File: src/rtl/owc_pkg.sv
// constants for the overload window comparator block
// ==========================================================================
// Summary of operation
// - channel result asserts while input lies outside selected window
// - thresholds are 8-bit codes, high resets FF, low resets 00
// - reference word: set0 low, set0 high, set1 low, set1 high bytes
// - channel bit 9 picks reference set 0 or set 1
// - channel bit 15 enables the pair; cleared forces output to 0
// - bits 20-16 give minimum pulse width in converter clocks; 0 none
// - bits 1 and 0 show live high and low results, read only
// - bit 3 latches high result, stays until software writes 0
// - bit 2 latches low result, stays until software writes 0
// - bit 5 interrupt flag from latched results, cleared by writing 0
// - bit 8 gates channel interrupt request toward the CPU
// - write with bit 7 set changes only bits 6-0
// - bit 11 routes channel result to PFC emergency
// - PFC emergency is OR of all channels enabled for it
// - bit 10 routes result to motor emergency, gated by source select
// - channels A, B, C drive overload of PWM channels A, B, C
// - channels B and C have identical registers to channel A
package owc_pkg;
   // ========================================================================
   // register map (word index, byte address is four times it)
   localparam logic [3:0] OWC_IDX_REF = 4'h0;
   localparam logic [3:0] OWC_IDX_CHA = 4'h1;
   localparam logic [5:0] OWC_ADDR_REF = 6'h00;
   localparam logic [5:0] OWC_ADDR_CHA = 6'h04;
   localparam logic [5:0] OWC_ADDR_STEP = 6'h04;
   // ========================================================================
   // reference word fields
   localparam int OWC_SET0_LOW_POS = 0;
   localparam int OWC_SET0_HIGH_POS = 8;
   localparam int OWC_SET1_LOW_POS = 16;
   localparam int OWC_SET1_HIGH_POS = 24;
   localparam logic [7:0] OWC_HIGH_RESET = 8'hFF;
   localparam logic [7:0] OWC_LOW_RESET = 8'h00;
   // ========================================================================
   // channel word fields
   localparam int OWC_LIVE_LOW_POS = 0;
   localparam int OWC_LIVE_HIGH_POS = 1;
   localparam int OWC_LATCH_LOW_POS = 2;
   localparam int OWC_LATCH_HIGH_POS = 3;
   localparam int OWC_IRQ_FLAG_POS = 5;
   localparam int OWC_STATUS_ONLY_POS = 7;
   localparam int OWC_IRQ_EN_POS = 8;
   localparam int OWC_REF_SEL_POS = 9;
   localparam int OWC_MOTOR_EMG_POS = 10;
   localparam int OWC_PFC_EMG_POS = 11;
   localparam int OWC_CMP_EN_POS = 15;
   localparam int OWC_FILTER_POS = 16;
   localparam int OWC_FILTER_WIDTH = 5;
   localparam logic [4:0] OWC_FILTER_RESET = 5'h00;
   localparam logic OWC_FLAG_RESET = 1'b0;
endpackage

File: src/rtl/owc_tick.sv
// converter clock edge detector, one sys cycle pulse per rising edge
`timescale 1ns/1ns
module owc_tick
(
   input wire logic clk_sys,
   input wire logic resetn,
   input wire logic converterClock,
   output logic tick
);
   logic prevLevel;

   always_ff @(posedge clk_sys or negedge resetn)
   begin
      if (!resetn)
      begin
         prevLevel <= 1'b0;
         tick <= 1'b0;
      end
      else
      begin
         prevLevel <= converterClock;
         tick <= converterClock & ~prevLevel;
      end
   end
endmodule

File: src/rtl/owc_time_filter.sv
// minimum pulse width filter for one comparator result
`timescale 1ns/1ns
module owc_time_filter
#(
   parameter int WIDTH = 5
)
(
   input wire logic clk_sys,
   input wire logic resetn,
   input wire logic enable,
   input wire logic rawResult,
   input wire logic tick,
   input wire logic [WIDTH-1:0] minWidth,
   output logic result
);
   logic [WIDTH-1:0] count;

   if (WIDTH < 1 || WIDTH > 16)
   begin : badWidth
      $error("owc_time_filter: WIDTH out of range");
   end

   // counts converter clock edges seen while the raw result stays high
   always_ff @(posedge clk_sys or negedge resetn)
   begin
      if (!resetn)
         count <= '0;
      else if (!enable || !rawResult)
         count <= '0;
      // stops at the limit, so a lowered limit cannot make it wrap
      else if (tick && count < minWidth)
         count <= count + 1'b1;
   end

   // release is immediate; only the asserting edge is qualified
   always_ff @(posedge clk_sys or negedge resetn)
   begin
      if (!resetn)
         result <= 1'b0;
      else if (!enable)
         result <= 1'b0;
      else if (minWidth == '0)
         result <= rawResult;
      else
         result <= rawResult && (count >= minWidth);
   end
endmodule

File: src/rtl/owc_overload_window_comparator.sv
// overload window comparator control, status and protection outputs
`timescale 1ns/1ns
module owc_overload_window_comparator
#(
   parameter int NUM_CH = 3
)
(
   input wire logic clk_sys,
   input wire logic resetn,
   input wire logic [5:0] regAddr,
   input wire logic [31:0] regWriteData,
   input wire logic regWrite,
   input wire logic regRead,
   output logic [31:0] regReadData,
   input wire logic converterClock,
   input wire logic [NUM_CH-1:0] aboveHighRaw,
   input wire logic [NUM_CH-1:0] belowLowRaw,
   input wire logic emergencySourceSelect,
   output logic [NUM_CH-1:0][7:0] highThreshold,
   output logic [NUM_CH-1:0][7:0] lowThreshold,
   output logic [NUM_CH-1:0] overload,
   output logic motorEmergency,
   output logic pfcEmergency,
   output logic [NUM_CH-1:0] irqRequest
);
   localparam int FW = owc_pkg::OWC_FILTER_WIDTH;

   // the address decode only serves three channel words
   if (NUM_CH < 1 || NUM_CH > 3)
   begin : badNumCh
      $error("owc: NUM_CH must be 1 to 3");
   end

   // =======================================================================
   // reference levels
   logic [7:0] set0LowLevel;
   logic [7:0] set0HighLevel;
   logic [7:0] set1LowLevel;
   logic [7:0] set1HighLevel;
   logic reference_set_select;
   logic refWrite;

   // one decode feeds both the write enables and the read mux
   assign reference_set_select = regAddr == owc_pkg::OWC_ADDR_REF;
   assign refWrite = regWrite && reference_set_select;

   always_ff @(posedge clk_sys or negedge resetn)
   begin
      if (!resetn)
      begin
         set0LowLevel <= owc_pkg::OWC_LOW_RESET;
         set0HighLevel <= owc_pkg::OWC_HIGH_RESET;
         set1LowLevel <= owc_pkg::OWC_LOW_RESET;
         set1HighLevel <= owc_pkg::OWC_HIGH_RESET;
      end
      else if (refWrite)
      begin
         set0LowLevel <= regWriteData[owc_pkg::OWC_SET0_LOW_POS +: 8];
         set0HighLevel <= regWriteData[owc_pkg::OWC_SET0_HIGH_POS +: 8];
         set1LowLevel <= regWriteData[owc_pkg::OWC_SET1_LOW_POS +: 8];
         set1HighLevel <= regWriteData[owc_pkg::OWC_SET1_HIGH_POS +: 8];
      end
   end

   // =======================================================================
   // converter clock edges
   logic converterTick;

   owc_tick tickGen
   (
      .clk_sys(clk_sys),
      .resetn(resetn),
      .converterClock(converterClock),
      .tick(converterTick)
   );

   // =======================================================================
   // per channel configuration, status and filtering
   logic [NUM_CH-1:0][31:0] chanWord;
   logic [NUM_CH-1:0] chanResult;
   logic [NUM_CH-1:0] chanMotorEn;
   logic [NUM_CH-1:0] chanPfcEn;
   logic [NUM_CH-1:0] chanSel;

   genvar ch;
   generate
      for (ch = 0; ch < NUM_CH; ch++)
      begin : chan
         logic [FW-1:0] outputTimeFilter;
         logic comparatorEnable;
         logic pfcEmergencyEnable;
         logic motorEmergencyEnable;
         logic referenceSetSelect;
         logic irqEnable;
         logic latchedIrqFlag;
         logic latchedHighResult;
         logic latchedLowResult;
         logic liveHighResult;
         logic liveLowResult;
         logic prevHigh;
         logic prevLow;
         logic setHigh;
         logic setLow;
         logic chWrite;
         logic statusOnly;
         logic [7:0] next_highThreshold;
         logic [7:0] next_lowThreshold;

         // every channel shares one layout, one word apart
         assign chanSel[ch] = regAddr == 6'(owc_pkg::OWC_ADDR_CHA
            + 6'(ch) * owc_pkg::OWC_ADDR_STEP);
         assign chWrite = regWrite && chanSel[ch];
         assign statusOnly = regWriteData[owc_pkg::OWC_STATUS_ONLY_POS];

         // configuration is left alone on a status-only write
         always_ff @(posedge clk_sys or negedge resetn)
         begin
            if (!resetn)
            begin
               outputTimeFilter <= owc_pkg::OWC_FILTER_RESET;
               comparatorEnable <= 1'b0;
               pfcEmergencyEnable <= 1'b0;
               motorEmergencyEnable <= 1'b0;
               referenceSetSelect <= 1'b0;
               irqEnable <= 1'b0;
            end
            else if (chWrite && !statusOnly)
            begin
               outputTimeFilter <=
                  regWriteData[owc_pkg::OWC_FILTER_POS +: FW];
               comparatorEnable <= regWriteData[owc_pkg::OWC_CMP_EN_POS];
               pfcEmergencyEnable <=
                  regWriteData[owc_pkg::OWC_PFC_EMG_POS];
               motorEmergencyEnable <=
                  regWriteData[owc_pkg::OWC_MOTOR_EMG_POS];
               referenceSetSelect <= regWriteData[owc_pkg::OWC_REF_SEL_POS];
               irqEnable <= regWriteData[owc_pkg::OWC_IRQ_EN_POS];
            end
         end

         // reference set select picks which pair drives the dacs
         always_comb
         begin
            next_highThreshold = set0HighLevel;
            next_lowThreshold = set0LowLevel;
            if (referenceSetSelect)
            begin
               next_highThreshold = set1HighLevel;
               next_lowThreshold = set1LowLevel;
            end
         end

         // threshold codes toward the comparator pair of this channel
         always_ff @(posedge clk_sys or negedge resetn)
         begin
            if (!resetn)
            begin
               highThreshold[ch] <= owc_pkg::OWC_HIGH_RESET;
               lowThreshold[ch] <= owc_pkg::OWC_LOW_RESET;
            end
            else
            begin
               highThreshold[ch] <= next_highThreshold;
               lowThreshold[ch] <= next_lowThreshold;
            end
         end

         owc_time_filter #(.WIDTH(FW)) highFilter
         (
            .clk_sys(clk_sys),
            .resetn(resetn),
            .enable(comparatorEnable),
            .rawResult(aboveHighRaw[ch]),
            .tick(converterTick),
            .minWidth(outputTimeFilter),
            .result(liveHighResult)
         );

         owc_time_filter #(.WIDTH(FW)) lowFilter
         (
            .clk_sys(clk_sys),
            .resetn(resetn),
            .enable(comparatorEnable),
            .rawResult(belowLowRaw[ch]),
            .tick(converterTick),
            .minWidth(outputTimeFilter),
            .result(liveLowResult)
         );

         // outside the window means above high or below low
         assign chanResult[ch] = liveHighResult | liveLowResult;
         assign chanMotorEn[ch] = motorEmergencyEnable;
         assign chanPfcEn[ch] = pfcEmergencyEnable;

         always_ff @(posedge clk_sys or negedge resetn)
         begin
            if (!resetn)
            begin
               prevHigh <= 1'b0;
               prevLow <= 1'b0;
            end
            else
            begin
               prevHigh <= liveHighResult;
               prevLow <= liveLowResult;
            end
         end

         // a new assertion sets, so a still-high input can be cleared
         assign setHigh = liveHighResult & ~prevHigh;
         assign setLow = liveLowResult & ~prevLow;

         // writing 1 keeps a flag, writing 0 clears it; set beats clear
         always_ff @(posedge clk_sys or negedge resetn)
         begin
            if (!resetn)
               latchedHighResult <= owc_pkg::OWC_FLAG_RESET;
            else if (setHigh)
               latchedHighResult <= 1'b1;
            else if (chWrite)
               latchedHighResult <= latchedHighResult &
                  regWriteData[owc_pkg::OWC_LATCH_HIGH_POS];
         end

         always_ff @(posedge clk_sys or negedge resetn)
         begin
            if (!resetn)
               latchedLowResult <= owc_pkg::OWC_FLAG_RESET;
            else if (setLow)
               latchedLowResult <= 1'b1;
            else if (chWrite)
               latchedLowResult <= latchedLowResult &
                  regWriteData[owc_pkg::OWC_LATCH_LOW_POS];
         end

         always_ff @(posedge clk_sys or negedge resetn)
         begin
            if (!resetn)
               latchedIrqFlag <= owc_pkg::OWC_FLAG_RESET;
            else if (setHigh || setLow)
               latchedIrqFlag <= 1'b1;
            else if (chWrite)
               latchedIrqFlag <= latchedIrqFlag &
                  regWriteData[owc_pkg::OWC_IRQ_FLAG_POS];
         end

         // the request follows the flag, so clearing it drops the line
         always_ff @(posedge clk_sys or negedge resetn)
         begin
            if (!resetn)
               irqRequest[ch] <= 1'b0;
            else
               irqRequest[ch] <= latchedIrqFlag & irqEnable;
         end

         // one register stage keeps the pin straight off a flip-flop
         always_ff @(posedge clk_sys or negedge resetn)
         begin
            if (!resetn)
               overload[ch] <= 1'b0;
            else
               overload[ch] <= chanResult[ch];
         end

         // status-only bit reads back as zero
         always_comb
         begin
            chanWord[ch] = '0;
            chanWord[ch][owc_pkg::OWC_FILTER_POS +: FW] = outputTimeFilter;
            chanWord[ch][owc_pkg::OWC_CMP_EN_POS] = comparatorEnable;
            chanWord[ch][owc_pkg::OWC_PFC_EMG_POS] = pfcEmergencyEnable;
            chanWord[ch][owc_pkg::OWC_MOTOR_EMG_POS] = motorEmergencyEnable;
            chanWord[ch][owc_pkg::OWC_REF_SEL_POS] = referenceSetSelect;
            chanWord[ch][owc_pkg::OWC_IRQ_EN_POS] = irqEnable;
            chanWord[ch][owc_pkg::OWC_IRQ_FLAG_POS] = latchedIrqFlag;
            chanWord[ch][owc_pkg::OWC_LATCH_HIGH_POS] = latchedHighResult;
            chanWord[ch][owc_pkg::OWC_LATCH_LOW_POS] = latchedLowResult;
            chanWord[ch][owc_pkg::OWC_LIVE_HIGH_POS] = liveHighResult;
            chanWord[ch][owc_pkg::OWC_LIVE_LOW_POS] = liveLowResult;
         end
      end
   endgenerate

   // =======================================================================
   // emergency outputs
   logic next_motorEmergency;
   logic next_pfcEmergency;

   // motor path needs both the channel enable and the source select
   always_comb
   begin
      next_motorEmergency = emergencySourceSelect &&
         (|(chanResult & chanMotorEn));
      next_pfcEmergency = |(chanResult & chanPfcEn);
   end

   always_ff @(posedge clk_sys or negedge resetn)
   begin
      if (!resetn)
      begin
         motorEmergency <= 1'b0;
         pfcEmergency <= 1'b0;
      end
      else
      begin
         motorEmergency <= next_motorEmergency;
         pfcEmergency <= next_pfcEmergency;
      end
   end

   // =======================================================================
   // register read, unmapped addresses read zero
   logic [31:0] next_readData;

   always_comb
   begin
      next_readData = '0;
      if (reference_set_select)
      begin
         next_readData[owc_pkg::OWC_SET0_LOW_POS +: 8] = set0LowLevel;
         next_readData[owc_pkg::OWC_SET0_HIGH_POS +: 8] = set0HighLevel;
         next_readData[owc_pkg::OWC_SET1_LOW_POS +: 8] = set1LowLevel;
         next_readData[owc_pkg::OWC_SET1_HIGH_POS +: 8] = set1HighLevel;
      end
      for (int i = 0; i < NUM_CH; i++)
      begin
         if (chanSel[i])
            next_readData = chanWord[i];
      end
   end

   // read data stand only in the cycle after the strobe
   always_ff @(posedge clk_sys or negedge resetn)
   begin
      if (!resetn)
         regReadData <= '0;
      else if (regRead)
         regReadData <= next_readData;
      else
         regReadData <= '0;
   end
endmodule

File: config.mk
export PLATFORM = sky130hd
export DESIGN_NAME = owc_overload_window_comparator
export DESIGN_NICKNAME = d
export VERILOG_FILES = /design/src/rtl/owc_pkg.sv /design/src/rtl/owc_tick.sv /design/src/rtl/owc_time_filter.sv /design/src/rtl/owc_overload_window_comparator.sv
export SDC_FILE = /design/constraint.sdc
export NUM_CORES = 1
export LEC_CHECK = 0
export BUFFER_PORTS_ARGS = -buffer_cell sky130_fd_sc_hd__buf_2
export CAP_MARGIN = 0
export CORE_UTILIZATION = 61
export CTS_CLUSTER_SIZE = 16
export DETAILED_ROUTE_END_ITERATION = 8
export GPL_TIMING_DRIVEN = 0
export PLACE_DENSITY = 0.85
export SETUP_SLACK_MARGIN = 0.1
export SLEW_MARGIN = 5
export SYNTH_ARGS = -nofsm -noshare
export SYNTH_HDL_FRONTEND = slang
export SYNTH_SLANG_ARGS = --single-unit
File: constraint.sdc
create_clock -name clk_sys -period 3.7 [get_ports clk_sys]
set_input_delay 1.11 -clock clk_sys [delete_from_list [all_inputs] [get_ports clk_sys]]
set_output_delay 1.11 -clock clk_sys [all_outputs]
set_load 0.005 [all_outputs]
==> summary.txt <==
Status
  • Status: finished, final reports clean

Placement
  • Port Buffers: ~140
  • Dpl hpwl: ~15,000 um
  • Gp weighted congestion: ~0.91

Worst hold path
  • Hold path depth: 1
  • Worst Hold Class: flop to flop

GRT
  • First-pass GRT wire length: ~33,000 um
  • Grt total ovfl: 0
  • Initial antenna violation count: 1
  • Number of global-route vias before repair: 6,320
  • Tot GR Track Use: between 20% and 30%
  • Pin count of the biggest net entering global routing: 125

Routing
  • Final WL: roughly 21,000 um
  • 1st-iter DRT viols: 345
  • Final ANT Viol Nets: 0
  • Avg WL per Cell: 19.8 um
  • Post-route DRC: 0
  • Vias: 6,234
  • Vias per Instance: about 5.9
  • First-pass DRT Iterations: 4

Power and ir drop
  • Peak supply drop: 0.322 mV
  • Sequential share of power: 47.8%
  • Psw: between 0.001 and 0.0015 W
  • Pleak: roughly 5.3 nW
  • Combinational Power Share: 12.0%
  • Clk pwr share: approximately 40%
  • Power Density: 503 mW/mm2
  • P_int: 0.00409 W
  • Switching fraction of total power: 24.1%

CTS
  • Clock sink total: between 200 and 250
  • Hold-fix buffers, CTS: 0
  • Number of CTS-inserted buffers: 21
  • CTS max path bufs: 3
  • Clock Pin Slew Worst Setup and Hold Paths: ~0.060 ns
  • CTS Root Cell: clkbuf_16
  • # Post-CTS Setup Buffers: 0
  • CTS tree: done
  • Worst-Skew Late Latency: about 0.49 ns
  • CTS resizes: 0
  • H-tree depth: 1

Synthesis
  • Netlist Area Pre-Place: between 0.009 and 0.01 mm2
  • Commonest cells in the netlist: dfrtp_1, mux2_2, nand2_1
  • Mapped Nets: 777
  • Post-synthesis sequential area ratio: a little under three fifths
  • Synth top area cells: dfrtp_1, mux2_2, dfstp_2, ha_1, mux4_2
  • Synth Instances: roughly 690
  • Top_reg_cell synth: dfrtp_1
  • Post-Syn Area per Cell: approximately 13 um2
  • Yosys top cell area share: 45.2%
  • Post-synth EDFFs: 0
  • Post-synthesis cell type count: 46
  • Ys Warns: 0
  • Asr flop ratio synth: 100%
  • Dominant cell by count in the synthesized netlist: dfrtp_1
  • Post-synth top area cell: dfrtp_1
  • #FFs+latches synth: 203

Worst setup path
  • Worst Setup EP: highThreshold[7]
  • Flop-to-flop setup slack: 1.65 ns
  • Setup CP Type: flop to output pin
  • Worst Path Max Fanout: 1
  • CP startpoint: highThreshold[7]$_DFF_PN1_
  • Slowest CP cell: dfstp_2
  • Element type at the critical path start: flop
  • Worst-path cell chain: buf_2
  • Crit path capture type: output pin
  • CP peak stage delay: ~0.53 ns
  • Crit path depth: 1
  • CP arrival: about 1.1 ns
  • CP top delay family: flip-flops
  • RR Startpoint: chan[1].outputTimeFilter[4]$_DFFE_PN0P_
  • FF-to-FF path depth: 6
  • Worst path bufs/invs: 1
  • Worst flop-to-flop path endpoint: chan[1].lowFilter.count[2]$_DFFE_PN0P_
  • Worst endpoint required time: 2.59 ns

Finish
  • Layout cells sized above 1: approximately 42%
  • Final core occ: between 70 and 80%
  • Area grow syn2layout: 18.6%
  • Fin nets: between 900 and 1,000
  • Filler instances: between 800 and 900

STA
  • Slew Limit Headroom: 59.3%
  • Min Clock Period, post-route: ~2.2 ns
  • RSZ-0062 raised after global routing: false
  • Final hold vios: 0
  • Final Max Tran Viols: 0
  • Worst Hold Slack: between 0.4 and 0.5 ns
  • Least-Margin Pin Slew: roughly 0.6 ns
  • Worst-case clock skew: around 0.0096 ns
  • Final setup fails: 0
  • Fmax: between 400 and 500 MHz
  • Final period util: around three fifths

Die
  • Placement row count: between 40 and 50
  • Core box area: 0.0145 mm2
  • Die X-Extent: ~120 um
  • Starting Density: between 60 and 70%
  • Total die area: around 0.015 mm2
  • Top Ports: 138
  • Vert. Die Dim: ~120 um

Flow run
  • Max_cap viols: 0
worst reg2reg max path, stage by stage (launching register included):
cell	delay [ns]
dfrtp_1	0.41
inv_1	0.10
ha_1	0.34
a21oi_1	0.20
o221ai_1	0.30
or3_1	0.44
a21oi_1	0.17
power groups by stage:
stage               Combinational [W]  Clock (W)  Sequential, W
floorplan                    0.000369          0        0.00258
global placement             0.000600          0        0.00259
detailed placement           0.000642          0        0.00261
CTS                          0.000650    0.00219        0.00257
global route                 0.000714    0.00228        0.00260
finish                       0.000646    0.00217        0.00258
registers in the layout, indices dropped and copies added, names as in the netlist, 8 cells and up:
signal	cells
chan.lowFilter.count	15
set1HighLevel	8
regReadData	32
chan.highFilter.count	15
set0HighLevel	8
highThreshold	24
lowThreshold	24
set0LowLevel	8
chan.outputTimeFilter	15
set1LowLevel	8
worst min path at each step:
stage,from,endpoint,slack [ns]
after floorplan,tickGen.prevLevel$_DFF_PN0_,tickGen.tick$_DFF_PN0_,0.38
after detailed placement,tickGen.prevLevel$_DFF_PN0_,tickGen.tick$_DFF_PN0_,0.40
after global placement,tickGen.prevLevel$_DFF_PN0_,tickGen.tick$_DFF_PN0_,0.39
after CTS,tickGen.prevLevel$_DFF_PN0_,tickGen.tick$_DFF_PN0_,0.41
after global routing,tickGen.prevLevel$_DFF_PN0_,tickGen.tick$_DFF_PN0_,0.42
final,tickGen.prevLevel$_DFF_PN0_,tickGen.tick$_DFF_PN0_,0.40
cells in the final DEF, fill, tap and decap left out, drive strengths merged, types with 2 or more instances in the layout:
master / n
or4: 8
and2: 26
o221ai: 5
dfrtp: 163
a21oi: 32
clkbuf: 37
o2bb2ai: 3
a22oi: 3
clkinv: 5
dfstp: 40
or3: 15
mux2: 110
mux2i: 13
nand3: 15
bufinv: 2
nand2b: 10
and3: 16
mux4: 12
and2b: 2
inv: 25
nand4: 18
ha: 36
nor3: 5
nand2: 42
buf: 153
nor2b: 5
o21ai: 35
nor2: 15
or2: 6
metrics by stage:
step | setup TNS (ns) | std cells | instance area, um2 | total power (W) | setup WS [ns]
floorplan | 0 | 691 | 9030 | 0.00295 | 1.39
global placement | -252.31 | 1011 | 9940 | 0.00319 | -1.48
detailed placement | 0 | 1012 | 9980 | 0.00325 | 0.990
CTS | 0 | 1050 | 10700 | 0.00541 | 1.45
global route | 0 | 1051 | 10700 | 0.00559 | 1.39
finish | 0 | 1051 | 10700 | 0.00539 | 1.46
kinds of logic (layout without fill, tap and decap cells):
| family | Yosys count | count (layout) | synth area share (%) |
|---|---|---|---|
| adders and majority gates | 36 | 36 | 4.99 |
| other | 0 | 1 | 0 |
| AOI/OAI and AO/OA | 83 | 83 | 5.19 |
| muxes | 135 | 135 | 18.6 |
| DFF | 203 | 203 | 56.8 |
| and+or+nand+nor | 186 | 186 | 11.9 |
| buffers and inverters | 48 | 223 | 2.56 |
layout make-up:
class | count | area (um2) | share of cell area, %
Tap cell | 184 | 230 | 2.15
Clock buffer | 30 | 629 | 5.88
Clock inverter | 8 | 96.3 | 0.900
Sequential cell | 203 | 5130 | 47.9
Buffer | 23 | 138 | 1.29
Multi-Input combinational cell | 440 | 3670 | 34.3
Antenna cell | 1 | 2.50 | 0.0234
Timing Repair Buffer | 137 | 718 | 6.71
Inverter | 25 | 93.8 | 0.876
metal layers:
metal | share of wire [%] | routed length, um | global-route usage, %
met5 | 0 | 0 | 0
met4 | 2.4 | 508 | 9.86
met3 | 5.8 | 1210 | 3.75
met2 | 52 | 10900 | 50.4
met1 | 39 | 8210 | 35.0
No activity file was read; power rests on OpenSTA's default activity.
